===== src/cgw_pkg.sv =====
// Shared constants and types of the code segment write guard.
// Assumes a 100 MHz APB clock and word addresses from the flash controller.
package cgw_pkg;
    // Register offsets, byte addresses on APB.
    localparam logic [7:0] OFS_CFG = 8'h00;
    localparam logic [7:0] OFS_IRQ_STAT = 8'h04;
    localparam logic [7:0] OFS_IRQ_MASK = 8'h08;
    localparam logic [7:0] OFS_CTRL = 8'h0c;
    localparam logic [7:0] OFS_BLK_ADDR = 8'h10;
    localparam logic [7:0] OFS_UPSET = 8'h14;
    localparam logic [7:0] OFS_BLK_CNT = 8'h18;
    // Configuration word layout.
    localparam int CFG_W = 16;
    localparam int CFG_BP_LSB = 0;
    localparam int CFG_BP_W = 8;
    localparam int CFG_END = 8;
    localparam int CFG_PGP = 9;
    localparam int CFG_DIS = 10;
    localparam int CFG_GWP = 11;
    localparam int CFG_GCP = 12;
    localparam int CFG_ICS_LSB = 13;
    localparam logic [15:0] CFG_RESET = 16'hffff;
    // Program memory geometry in words.
    localparam int ADDR_W = 17;
    localparam int PAGE_LSB = 9;
    localparam logic [7:0] LAST_PAGE = 8'hff;
    // Debug resources.
    localparam int NUM_PAIRS = 3;
    localparam logic [15:0] RES_RAM_BYTES = 16'h0050;
    // Interrupt status bits.
    localparam int IRQ_W = 3;
    localparam int IRQ_BLK = 0;
    localparam int IRQ_PAR = 1;
    localparam int IRQ_EXT = 2;
    localparam logic [2:0] IRQ_RESET = 3'h0;
    typedef enum logic [1:0] {
        ST_UNLOADED = 2'b00,
        ST_RUN = 2'b01,
        ST_FAULT = 2'b11
    } cgw_state_e;
endpackage : cgw_pkg


===== src/cgw_cfg_if.sv =====
// Carrier for the live configuration, its shadow and the compare result.
// Assumes both ends share pclk.
`timescale 1ns/1ps
`default_nettype none
interface cgw_cfg_if;
    logic [15:0] live;
    logic [15:0] shadow;
    logic loaded;
    logic mismatch;
    modport owner (output live, output shadow, output loaded, input mismatch);
    modport cmp (input live, input shadow, input loaded, output mismatch);
endinterface : cgw_cfg_if
`default_nettype wire


===== src/cgw_guard.sv =====
// Code segment write guard: configuration hold with shadow check, write/erase range check, APB registers.
// Assumes the flash controller waits for op_go or op_block before touching flash.
//
// Behaviour
// - Every configuration bit has a complemented shadow that is compared with it on every cycle.
// - A configuration bit that changes on its own is a parity error and raises a full device reset.
// - The configuration is loaded from the stored configuration words, and a set code-protect bit denies all external access.
// - With segment protection disabled only the global code-protect and write-protect bits govern flash.
// - Enabled with end select 1, the boundary page through the end of memory is blocked, configuration page included.
// - Enabled with end select 0 and config-page protect 1, address zero through the boundary page is blocked.
// - Enabled with both bits 0, the bottom range and also the last page holding the configuration words are blocked.
// - While debugging, two pins and the lowest 80 bytes of data RAM are held for the debug function.
// - Debug clock and data go to the single pin pair picked by the channel select bits.
// - The 8-bit boundary field names one 512-word page that is the inclusive start or end of the segment.
// - A write or erase is blocked when either the global write protect or the segment check forbids it.
// - A global write-protect bit of 0 blocks every internal write and erase.
//
// Local design decisions: the APB interface to the registers and the register offsets.
`timescale 1ns/1ps
`default_nettype none
module cgw_guard
    import cgw_pkg::*;
(
    // Clock and reset
    input wire logic pclk,
    input wire logic presetn,
    // APB slave
    input wire logic psel,
    input wire logic penable,
    input wire logic pwrite,
    input wire logic [7:0] paddr,
    input wire logic [31:0] pwdata,
    output logic [31:0] prdata,
    output logic pready,
    output logic pslverr,
    // Configuration word load from flash
    input wire logic cfg_load,
    input wire logic [15:0] cfg_word,
    // Write and erase requests from the flash controller
    input wire logic op_req,
    input wire logic [ADDR_W-1:0] op_addr,
    output logic op_go,
    output logic op_block,
    // External programming access
    input wire logic ext_req,
    output logic ext_grant,
    output logic ext_deny,
    // Debug core side
    input wire logic dbg_data_o,
    input wire logic dbg_data_oe,
    output logic dbg_clk_i,
    output logic dbg_data_i,
    // Debug pin pairs
    input wire logic [NUM_PAIRS-1:0] debug_clock_pin_i,
    input wire logic [NUM_PAIRS-1:0] debug_data_pin_i,
    output logic [NUM_PAIRS-1:0] debug_data_pin_o,
    output logic [NUM_PAIRS-1:0] debug_data_pin_oe,
    // Data RAM reservation
    input wire logic [15:0] ram_addr,
    output logic ram_reserved,
    // System
    output logic irq,
    output logic dev_reset_req
);
    typedef struct packed {
        cgw_state_e st;
        logic [CFG_W-1:0] live;
        logic [CFG_W-1:0] shadow;
        logic [IRQ_W-1:0] ist;
        logic [IRQ_W-1:0] imask;
        logic dbg_en;
        logic [ADDR_W-1:0] blk_addr;
        logic [15:0] blk_cnt;
        logic pready;
        logic pslverr;
        logic [31:0] prdata;
        logic op_go;
        logic op_block;
        logic ext_grant;
        logic ext_deny;
        logic irq;
        logic rst_req;
    } cgw_state_s;

    localparam cgw_state_s STATE_RESET = '{
        st: ST_UNLOADED,
        live: CFG_RESET,
        shadow: ~CFG_RESET,
        ist: IRQ_RESET,
        imask: IRQ_RESET,
        default: '0
    };

    cgw_state_s s_q;
    cgw_state_s s_d;
    cgw_cfg_if cfg_bus ();

    // Segment decision for one address under one configuration.
    function automatic logic seg_block(input logic [CFG_W-1:0] c, input logic [ADDR_W-1:0] a);
        logic [CFG_BP_W-1:0] page;
        logic [CFG_BP_W-1:0] bp;
        logic hit;
        page = a[PAGE_LSB +: CFG_BP_W];
        bp = c[CFG_BP_LSB +: CFG_BP_W];
        hit = 1'b0;
        if (c[CFG_DIS]) begin
            hit = 1'b0;
        end else if (c[CFG_END]) begin
            hit = (page >= bp);
        end else if (c[CFG_PGP]) begin
            hit = (page <= bp);
        end else begin
            hit = (page <= bp) || (page == LAST_PAGE);
        end
        return hit;
    endfunction : seg_block

    // Full write/erase decision: segment protection only ever adds.
    function automatic logic wr_block(input logic [CFG_W-1:0] c, input logic [ADDR_W-1:0] a);
        return !c[CFG_GWP] || seg_block(c, a);
    endfunction : wr_block

    logic apb_setup;
    logic apb_write;
    logic mapped;
    logic [IRQ_W-1:0] ev_set;
    logic [IRQ_W-1:0] ev_clr;
    logic deny_op;

    assign apb_setup = psel && !penable;
    assign apb_write = psel && penable && s_q.pready && pwrite && !s_q.pslverr;
    assign mapped = (paddr == OFS_CFG) || (paddr == OFS_IRQ_STAT) || (paddr == OFS_IRQ_MASK)
        || (paddr == OFS_CTRL) || (paddr == OFS_BLK_ADDR) || (paddr == OFS_UPSET)
        || (paddr == OFS_BLK_CNT);
    assign cfg_bus.live = s_q.live;
    assign cfg_bus.shadow = s_q.shadow;
    assign cfg_bus.loaded = (s_q.st != ST_UNLOADED);
    // Until a good configuration stands, every write is refused; erased flash must not mean open.
    assign deny_op = (s_q.st != ST_RUN) || wr_block(s_q.live, op_addr);

    always_comb begin
        s_d = s_q;
        ev_set = '0;
        ev_clr = '0;
        s_d.op_go = 1'b0;
        s_d.op_block = 1'b0;
        s_d.ext_grant = 1'b0;
        s_d.ext_deny = 1'b0;

        // Configuration life cycle.
        case (s_q.st)
            ST_UNLOADED: begin
                if (cfg_load) begin
                    s_d.live = cfg_word;
                    s_d.shadow = ~cfg_word;
                    s_d.st = ST_RUN;
                end
            end
            ST_RUN: begin
                if (cfg_bus.mismatch) begin
                    s_d.st = ST_FAULT;
                    ev_set[IRQ_PAR] = 1'b1;
                end else if (cfg_load) begin
                    s_d.live = cfg_word;
                    s_d.shadow = ~cfg_word;
                end
            end
            ST_FAULT: begin
                s_d.rst_req = 1'b1;
            end
            default: begin
                s_d.st = ST_FAULT;
            end
        endcase

        // Write and erase screening, one cycle ahead of the operation.
        if (op_req) begin
            if (deny_op) begin
                s_d.op_block = 1'b1;
                s_d.blk_addr = op_addr;
                s_d.blk_cnt = s_q.blk_cnt + 16'h0001;
                ev_set[IRQ_BLK] = 1'b1;
            end else begin
                s_d.op_go = 1'b1;
            end
        end

        // External reads and writes, including the configuration words.
        if (ext_req) begin
            if (s_q.live[CFG_GCP] || (s_q.st != ST_RUN)) begin
                s_d.ext_deny = 1'b1;
                ev_set[IRQ_EXT] = 1'b1;
            end else begin
                s_d.ext_grant = 1'b1;
            end
        end

        // APB: answer ready in the access cycle, read data captured at setup.
        s_d.pready = apb_setup;
        if (apb_setup) begin
            s_d.pslverr = !mapped;
            s_d.prdata = '0;
            case (paddr)
                OFS_CFG: s_d.prdata = {16'h0000, s_q.live};
                OFS_IRQ_STAT: s_d.prdata = {29'h0, s_q.ist};
                OFS_IRQ_MASK: s_d.prdata = {29'h0, s_q.imask};
                OFS_CTRL: s_d.prdata = {31'h0, s_q.dbg_en};
                OFS_BLK_ADDR: s_d.prdata = {15'h0, s_q.blk_addr};
                OFS_BLK_CNT: s_d.prdata = {16'h0000, s_q.blk_cnt};
                default: s_d.prdata = '0;
            endcase
        end else begin
            s_d.pslverr = 1'b0;
        end

        if (apb_write) begin
            case (paddr)
                OFS_IRQ_STAT: ev_clr = pwdata[IRQ_W-1:0];
                OFS_IRQ_MASK: s_d.imask = pwdata[IRQ_W-1:0];
                OFS_CTRL: s_d.dbg_en = pwdata[0];
                // Flips live bits without the shadow so the upset path can be exercised.
                OFS_UPSET: s_d.live = s_d.live ^ pwdata[CFG_W-1:0];
                default: s_d.live = s_d.live;
            endcase
        end

        // A new event wins over a clear in the same cycle.
        s_d.ist = (s_q.ist & ~ev_clr) | ev_set;
        s_d.irq = |(s_d.ist & s_d.imask);
    end

    always_ff @(posedge pclk or negedge presetn) begin
        if (!presetn) begin
            s_q <= STATE_RESET;
        end else begin
            s_q <= s_d;
        end
    end

    cgw_shadow_chk u_chk (
        .pclk(pclk),
        .presetn(presetn),
        .cfg(cfg_bus)
    );

    cgw_dbg_route u_route (
        .pclk(pclk),
        .presetn(presetn),
        .en(s_q.dbg_en),
        .sel(s_q.live[CFG_ICS_LSB +: 2]),
        .core_data_o(dbg_data_o),
        .core_data_oe(dbg_data_oe),
        .core_clk_i(dbg_clk_i),
        .core_data_i(dbg_data_i),
        .pin_clk_i(debug_clock_pin_i),
        .pin_data_i(debug_data_pin_i),
        .pin_data_o(debug_data_pin_o),
        .pin_data_oe(debug_data_pin_oe),
        .ram_addr(ram_addr),
        .ram_reserved(ram_reserved)
    );

    assign prdata = s_q.prdata;
    assign pready = s_q.pready;
    assign pslverr = s_q.pslverr;
    assign op_go = s_q.op_go;
    assign op_block = s_q.op_block;
    assign ext_grant = s_q.ext_grant;
    assign ext_deny = s_q.ext_deny;
    assign irq = s_q.irq;
    assign dev_reset_req = s_q.rst_req;
endmodule : cgw_guard
`default_nettype wire


===== src/cgw_shadow_chk.sv =====
// Continuous compare of the live configuration against its complement shadow.
// Assumes the owner loads both copies in the same cycle.
`timescale 1ns/1ps
`default_nettype none
module cgw_shadow_chk
    import cgw_pkg::*;
(
    // Clock and reset
    input wire logic pclk,
    input wire logic presetn,
    // Configuration carrier
    cgw_cfg_if.cmp cfg
);
    typedef struct packed {
        logic mism;
    } cgw_chk_s;
    cgw_chk_s s_q;
    cgw_chk_s s_d;
    always_comb begin
        s_d = s_q;
        s_d.mism = cfg.loaded && (cfg.live != ~cfg.shadow);
    end
    always_ff @(posedge pclk or negedge presetn) begin
        if (!presetn) begin
            s_q <= '0;
        end else begin
            s_q <= s_d;
        end
    end
    assign cfg.mismatch = s_q.mism;
endmodule : cgw_shadow_chk
`default_nettype wire


===== src/cgw_dbg_route.sv =====
// Debug pin pair routing and reservation of low data RAM while debugging.
// Assumes pin inputs are synchronous to pclk.
`timescale 1ns/1ps
`default_nettype none
module cgw_dbg_route
    import cgw_pkg::*;
(
    // Clock and reset
    input wire logic pclk,
    input wire logic presetn,
    // Control
    input wire logic en,
    input wire logic [1:0] sel,
    // Debug core side
    input wire logic core_data_o,
    input wire logic core_data_oe,
    output logic core_clk_i,
    output logic core_data_i,
    // Pins
    input wire logic [NUM_PAIRS-1:0] pin_clk_i,
    input wire logic [NUM_PAIRS-1:0] pin_data_i,
    output logic [NUM_PAIRS-1:0] pin_data_o,
    output logic [NUM_PAIRS-1:0] pin_data_oe,
    // Data RAM
    input wire logic [15:0] ram_addr,
    output logic ram_reserved
);
    typedef struct packed {
        logic [NUM_PAIRS-1:0] dout;
        logic [NUM_PAIRS-1:0] doe;
        logic cclk;
        logic cdat;
        logic rres;
    } cgw_route_s;
    cgw_route_s s_q;
    cgw_route_s s_d;
    logic [NUM_PAIRS-1:0] hit;
    genvar i;
    generate
        for (i = 0; i < NUM_PAIRS; i++) begin : g_pair
            assign hit[i] = en && (sel == 2'(i));
        end
    endgenerate
    always_comb begin
        s_d = s_q;
        s_d.dout = hit & {NUM_PAIRS{core_data_o}};
        s_d.doe = hit & {NUM_PAIRS{core_data_oe}};
        s_d.cclk = |(hit & pin_clk_i);
        s_d.cdat = |(hit & pin_data_i);
        s_d.rres = en && (ram_addr < RES_RAM_BYTES);
    end
    always_ff @(posedge pclk or negedge presetn) begin
        if (!presetn) begin
            s_q <= '0;
        end else begin
            s_q <= s_d;
        end
    end
    assign pin_data_o = s_q.dout;
    assign pin_data_oe = s_q.doe;
    assign core_clk_i = s_q.cclk;
    assign core_data_i = s_q.cdat;
    assign ram_reserved = s_q.rres;
endmodule : cgw_dbg_route
`default_nettype wire


===== config.mk =====
export PLATFORM = sky130hd
export DESIGN_NAME = cgw_guard
export DESIGN_NICKNAME = d
export VERILOG_FILES = /design/src/cgw_pkg.sv /design/src/cgw_cfg_if.sv /design/src/cgw_guard.sv /design/src/cgw_shadow_chk.sv /design/src/cgw_dbg_route.sv
export SDC_FILE = /design/constraint.sdc
export NUM_CORES = 1
export LEC_CHECK = 0
export BUFFER_PORTS_ARGS = -buffer_cell sky130_fd_sc_hd__buf_2
export CORE_MARGIN = 3
export CORE_UTILIZATION = 48
export CTS_BUF_LIST = sky130_fd_sc_hd__clkbuf_8
export CTS_CLUSTER_DIAMETER = 100
export DETAILED_ROUTE_END_ITERATION = 8
export PLACE_DENSITY = 0.72
export SETUP_SLACK_MARGIN = 0.02
export SLEW_MARGIN = 20
export SYNTH_ARGS = -nofsm -noshare
export SYNTH_HDL_FRONTEND = slang
export SYNTH_SLANG_ARGS = --single-unit

===== constraint.sdc =====
create_clock -name pclk -period 3.1 [get_ports pclk]
set_input_delay 0.155 -clock pclk [delete_from_list [all_inputs] [get_ports pclk]]
set_output_delay 0.155 -clock pclk [all_outputs]
set_load 0.01 [all_outputs]

Yosys cells after proc, flatten, opt, wreduce, memory -nomap -nowiden
Cells that the tools add are included.

Register bits after elaboration: 124. Bits in latches: 0. RAM bits: 0. Memory bits (read-only): 0. Input port bits: 105. Output and inout bits: 49. Word-level logic and storage cells: 120. Memories: 0.

$add $sub $neg: 1. Multiply operators: 0. Div/mod/pow operators: 0. $lt $le $gt $ge: 3. Eq/ne operators: 17. Shift-type cells: 0. Mux-type cells: 28. Bitwise operators: 12. Reductions and logical operators: 36.

Operator list (count): 17-bit case mux with 6 select lines (1); 32-bit two-way mux (2); 32-bit case mux with 2 select lines (1); 34-bit two-way mux (1); 16-bit two-way mux (2); 16-bit inverter (2); 8-bit by 5-bit equality test with 1-bit output (second input constant) (3); 3-bit bitwise AND (6); 16-bit by 1-bit adder with 16-bit output (second input constant) (1); 8-bit by 4-bit equality test with 1-bit output (second input constant) (2); 16-bit by 7-bit < comparator with 1-bit output (second input constant) (1); 16-bit != test (1); 16-bit XOR (1); 1-bit two-way mux (13); 1-bit logical AND (10); 1-bit logical OR (10); 3-bit two-way mux (3); 3-bit OR reduction (3); 8-bit by 3-bit equality test with 1-bit output (second input constant) (1); 8-bit equality test (second input constant) (1); 8-bit >= comparator (1); 8-bit <= comparator (1); 8-bit zero test (1); 2-bit two-way mux (3); 15 further kinds (26).

Depth between registers and ports, before layout
Depth after elaboration: 12. Depth in mapped cells: 10. Mapped depth without buffers: 9.

Modules after synthesis
From an unflattened synthesis, not the netlist that was laid out.

Cells, all modules: 518. Area total of the unflattened synthesis: 5584.1 µm².

Modules (own cells, without submodules): cgw_guard (instances 1, cells each 462, area each 5007.3 µm², sequential area each 2497.4 µm²); cgw_dbg_route (instances 1, cells each 33, area each 374.1 µm², sequential area each 225.2 µm²); cgw_shadow_chk (instances 1, cells each 23, area each 202.7 µm², sequential area each 25.0 µm²).

Worst setup path before layout
No wires, ideal clock.

Path type: reg-to-reg. Start: register s_q (netlist bit cfg_bus.live[1]). End: register s_q[59] (netlist bit). Setup time: 0.125 ns. Arrival time: 2.232 ns. Data required time: 2.975 ns. Path slack: 0.743 ns. Stages on the path, launching flop included: 10. Path buffers: 1. Clock period less this slack: 2.357 ns. Path through: dfstp_2 inv_1 ha_1 nor2b_1 o211ai_1 a21oi_1 o21ai_1 nor3b_4 buf_6 mux2_4.

Longest elaborated chain between the ends: 8. Elaborated cells between the ends (all ways): 9. Classes of those cells: order compare: 2; mux: 3; reduce/logical: 4.

RTL lines: start, declared (RTL line cgw_guard.sv:94) `cgw_state_s s_q;`; start signal, assigned (RTL line cgw_guard.sv:234) `s_q <= STATE_RESET;`; start signal, assigned (RTL line cgw_guard.sv:236) `s_q <= s_d;`; 8-bit <= comparator (RTL line cgw_guard.sv:111, cgw_guard.sv:113); 1-bit logical OR (RTL line cgw_guard.sv:113) `hit = (page <= bp) || (page == LAST_PAGE);`; 1-bit two-way mux (RTL line cgw_guard.sv:110) `end else if (c[CFG_PGP]) begin`; 1-bit two-way mux (*) (RTL line cgw_guard.sv:108) `end else if (c[CFG_END]) begin`; 1-bit two-way mux (*) (RTL line cgw_guard.sv:106) `if (c[CFG_DIS]) begin`; 1-bit logical OR (*) (RTL line cgw_guard.sv:120) `return !c[CFG_GWP] || seg_block(c, a);`; 1-bit logical OR (*) (RTL line cgw_guard.sv:139) `assign deny_op = (s_q.st != ST_RUN) || wr_block(s_q.live, op_addr);`; 2-bit AND reduction (no source line) (*).

Every way passes the cells marked *; elsewhere a longest branch is shown, timed or not. A chain may end at the register's enable or synchronous reset.

Final worst setup path
Start: register s_q (netlist bit cfg_bus.live[7]). End: register s_q[58] (netlist bit).

The elaborated chain is that of the path after synthesis.

==> results.md <==
- Outcome: finished, final reports clean
- Max_slew headroom: 41.2%
- CP endpoint kind: flop
- Detailed Route WL: 12800 um
- Layout fillers: 925
- Maxcap violations: 0
- Metal3 WL: 871 um
- Htree depth: 3
- Net load switching power: 839 uW
- Met2 wire len: 6340 um
- Unrepaired setup endpoints after global routing: no
- Hold Crit Class: in -> reg
- Sw frac: 28.5%
- Flops & latches, synth: 109
- Post-route insts no fill: 783
- Core Footprint: 11000 um2
- Die area: 12800 um2
- Pre-CTS setup slack: 0.524 ns
- Clock network power share: 27.4%
- Final setup viols: 0
- First-pass GRT wire length: 21600 um
- Internal power: 2.11 mW
- Yosys warnings: 0
- Placed cells: 730
- Ratio of cells with drive above 1 in the final layout: 30.5%
- Worst Path Arrival: 2.85 ns
- Top-count cell post-synth: dfrtp_1
- CTS buffer count: 9
- Leading cell types by count after synthesis: dfrtp_1 (93), nand2_1 (71), xor2_1 (33)
- Post-synth ARST share: 100%
- Worst path required time: 3.37 ns
- Total grt overflow: 0
- Routed Antenna Nets: 0
- CTS Sinks: 109
- CP Max Fanout: 21
- DRT Pass-1 Iters: 5
- Largest net degree at the start of global routing: 51
- Total GRT Usage: 21.1%
- Avg Inst Size Synth: 11.0 um2
- Tmin final: 2.59 ns
- PwrDens: 445 nW/um2
- Width of the die: 113 um
- I/O Pins: 154
- I/O Buffers: 118
- Worst Slack Setup Final: 0.511 ns
- Final GP Congestion: 0.863
- Leak: 3.15 nW
- Peak VDD IR: 0.303 mV
- Post-Syn Area: 5500 um2
- Top sig layer: met4
- Synth cell types: 56
- Final setup TNS: 0 ns
- Initial DRC Count: 215
- Antenna Cells: 0
- Area leader, netlist: dfrtp_1
- Cells after Synth: 498
- Primary FF master, synth: dfrtp_1
- Fmax: 386 MHz
- WL per Instance: 16.4 um
- Nets: 752
- # rows: 38
- Initial antenna violation count: 0
- M1 wire length: 5450 um
- Sequential element share of the synthesized area: 49.9%
- Yosys top cell area share: 42.3%
- EDFF count, synth: 0
- Final period utilization: 83.5%
- Part of the power in registers: 57.7%
- Longest Clk Path Bufs: 2
- TritonCTS clock tree: yes
- Syn-to-layout area delta: 20.2%
- Startpoint class of the critical path: flop
- Routed via count: 4147
- Skew-Pair Late Insertion Delay: 0.38 ns
- Critical-path cell list: inv_1, ha_1, nand4_1, o211ai_2, nor3_1, o21ai_1, nor3b_4, buf_4, mux2_2
- Setup bufs post-CTS: 0
- CP peak stage delay: 0.61 ns
- Top post-synthesis cells by area: dfrtp_1 (42%), dfstp_2 (7.6%), xor2_1 (5.3%)
- Starting Density: 49.9%
- Slowest cell on the critical path: dfstp_2
- Vias in the first global route: 4401
- Clock skew: 0.0134 ns
- Worst-Margin Slew: 0.875 ns
- CTS clk-pin slew, worst paths: 0.10 ns
- DP Wirelength: 9510 um
- Vias per cell: 5.30
- Root Buffer: clkbuf_8
- Critical path type: reg -> reg
- Logic pwr share: 14.9%
- Final hold violation count: 0
- Final Max Tran Viols: 0
- DR DRC count: 0
- Chip height: 113 um
## layout make-up
| type | instances | area (um2) | area share (%) |
|---|---|---|---|
| multi-input cells | 340 | 2430 | 36.7 |
| inverters | 15 | 56.3 | 0.851 |
| well taps | 140 | 175 | 2.65 |
| clock buffers | 10 | 138 | 2.08 |
| repair buffers | 163 | 1020 | 15.5 |
| clock inverters | 6 | 46.3 | 0.700 |
| flip-flops and latches | 109 | 2750 | 41.6 |
## layout by cell type (no fill, tap or decap), types with 12 or more instances in the layout
cell type      count
conb_1            15
mux2i_1           20
o21ai_0           26
dlygate4sd3_1     37
dfrtp_1           93
mux2_4            13
nand4_1           16
nand2_1           71
o21ai_1           12
a222oi_1          13
xnor2_1           14
inv_1             13
xor2_1            33
dfstp_2           16
buf_2            117
## path summary, 6_finish.rpt
check                                      from           endpoint  slack (ns)  depth (start not counted)
worst max-delay path            cfg_bus.live[7]            s_q[58]        0.51                          9
worst min-delay path                cfg_word[1]  cfg_bus.shadow[1]        0.02                          2
worst max register to register  cfg_bus.live[7]            s_q[58]        0.51                          9
worst min register to register       prdata[16]         prdata[16]        0.47                          2
max in group asynchronous               presetn          prdata[6]        1.89                          3
min in group asynchronous               presetn            s_q[72]        0.35                          2
## critical path: cells and delay by family (launching register included)
kind | cells | cell delay, ns
compound gates | 2 | 0.33
mux | 1 | 0.38
fa+ha+maj | 1 | 0.32
simple gates | 3 | 0.45
buf+inv | 2 | 0.40
flops | 1 | 0.61
## sequential cells by signal (all words and copies together), names as in the netlist, 3 cells and up
register,count
u_route.pin_data_oe,3
cfg_bus.live,16
cfg_bus.shadow,16
s_q,42
u_route.pin_data_o,3
prdata,17
## power groups by stage
stage / clock [mW] / sequential, mW / combinational [mW]
4_1_cts: 0.839 / 1.70 / 0.440
2_1_floorplan: 0 / 1.67 / 0.277
5_1_grt: 0.892 / 1.72 / 0.498
3_3_place_gp: 0 / 1.72 / 0.384
6_report: 0.808 / 1.70 / 0.438
3_5_place_dp: 0 / 1.72 / 0.405
## cell families (layout without fill, tap and decap cells)
group | count (synthesis) | in the layout | share of synthesized area [%]
compound gates | 77 | 77 | 9.25
xor+xnor | 47 | 47 | 7.48
fa+ha+maj | 9 | 9 | 2.05
buf+inv | 63 | 194 | 6.93
flops | 109 | 109 | 49.9
mux | 42 | 42 | 9.03
other cells | 1 | 15 | 0.0681
simple gates | 150 | 150 | 15.3
## through the flow
stage               hold WS, ns  util [%]  area (um2)  power [mW]
floorplan                -0.141         -        5560        1.95
global placement          0.213      54.9        6060        2.10
detailed placement        0.226      54.9        6060        2.13
CTS                     0.00167      59.8        6590        2.98
global route            0.00335      59.9        6610        3.11
finish                   0.0174      59.9        6610        2.95
## layer usage
metal	GRT usage [%]	vias to the layer above
met5	0	-
met1	26.9	2005
met3	5.56	16
li1	-	1988
met2	35.9	138
met4	5.37	0
## what timing repair did
item | 4_1_cts | 5_1_grt
endpoints found under the hold margin | 73 | 2
resized for setup | 0 | 0
hold buffers | 35 | 2
endpoints found under the setup margin | 0 | 0
No activity file was read; power rests on OpenSTA's default activity.
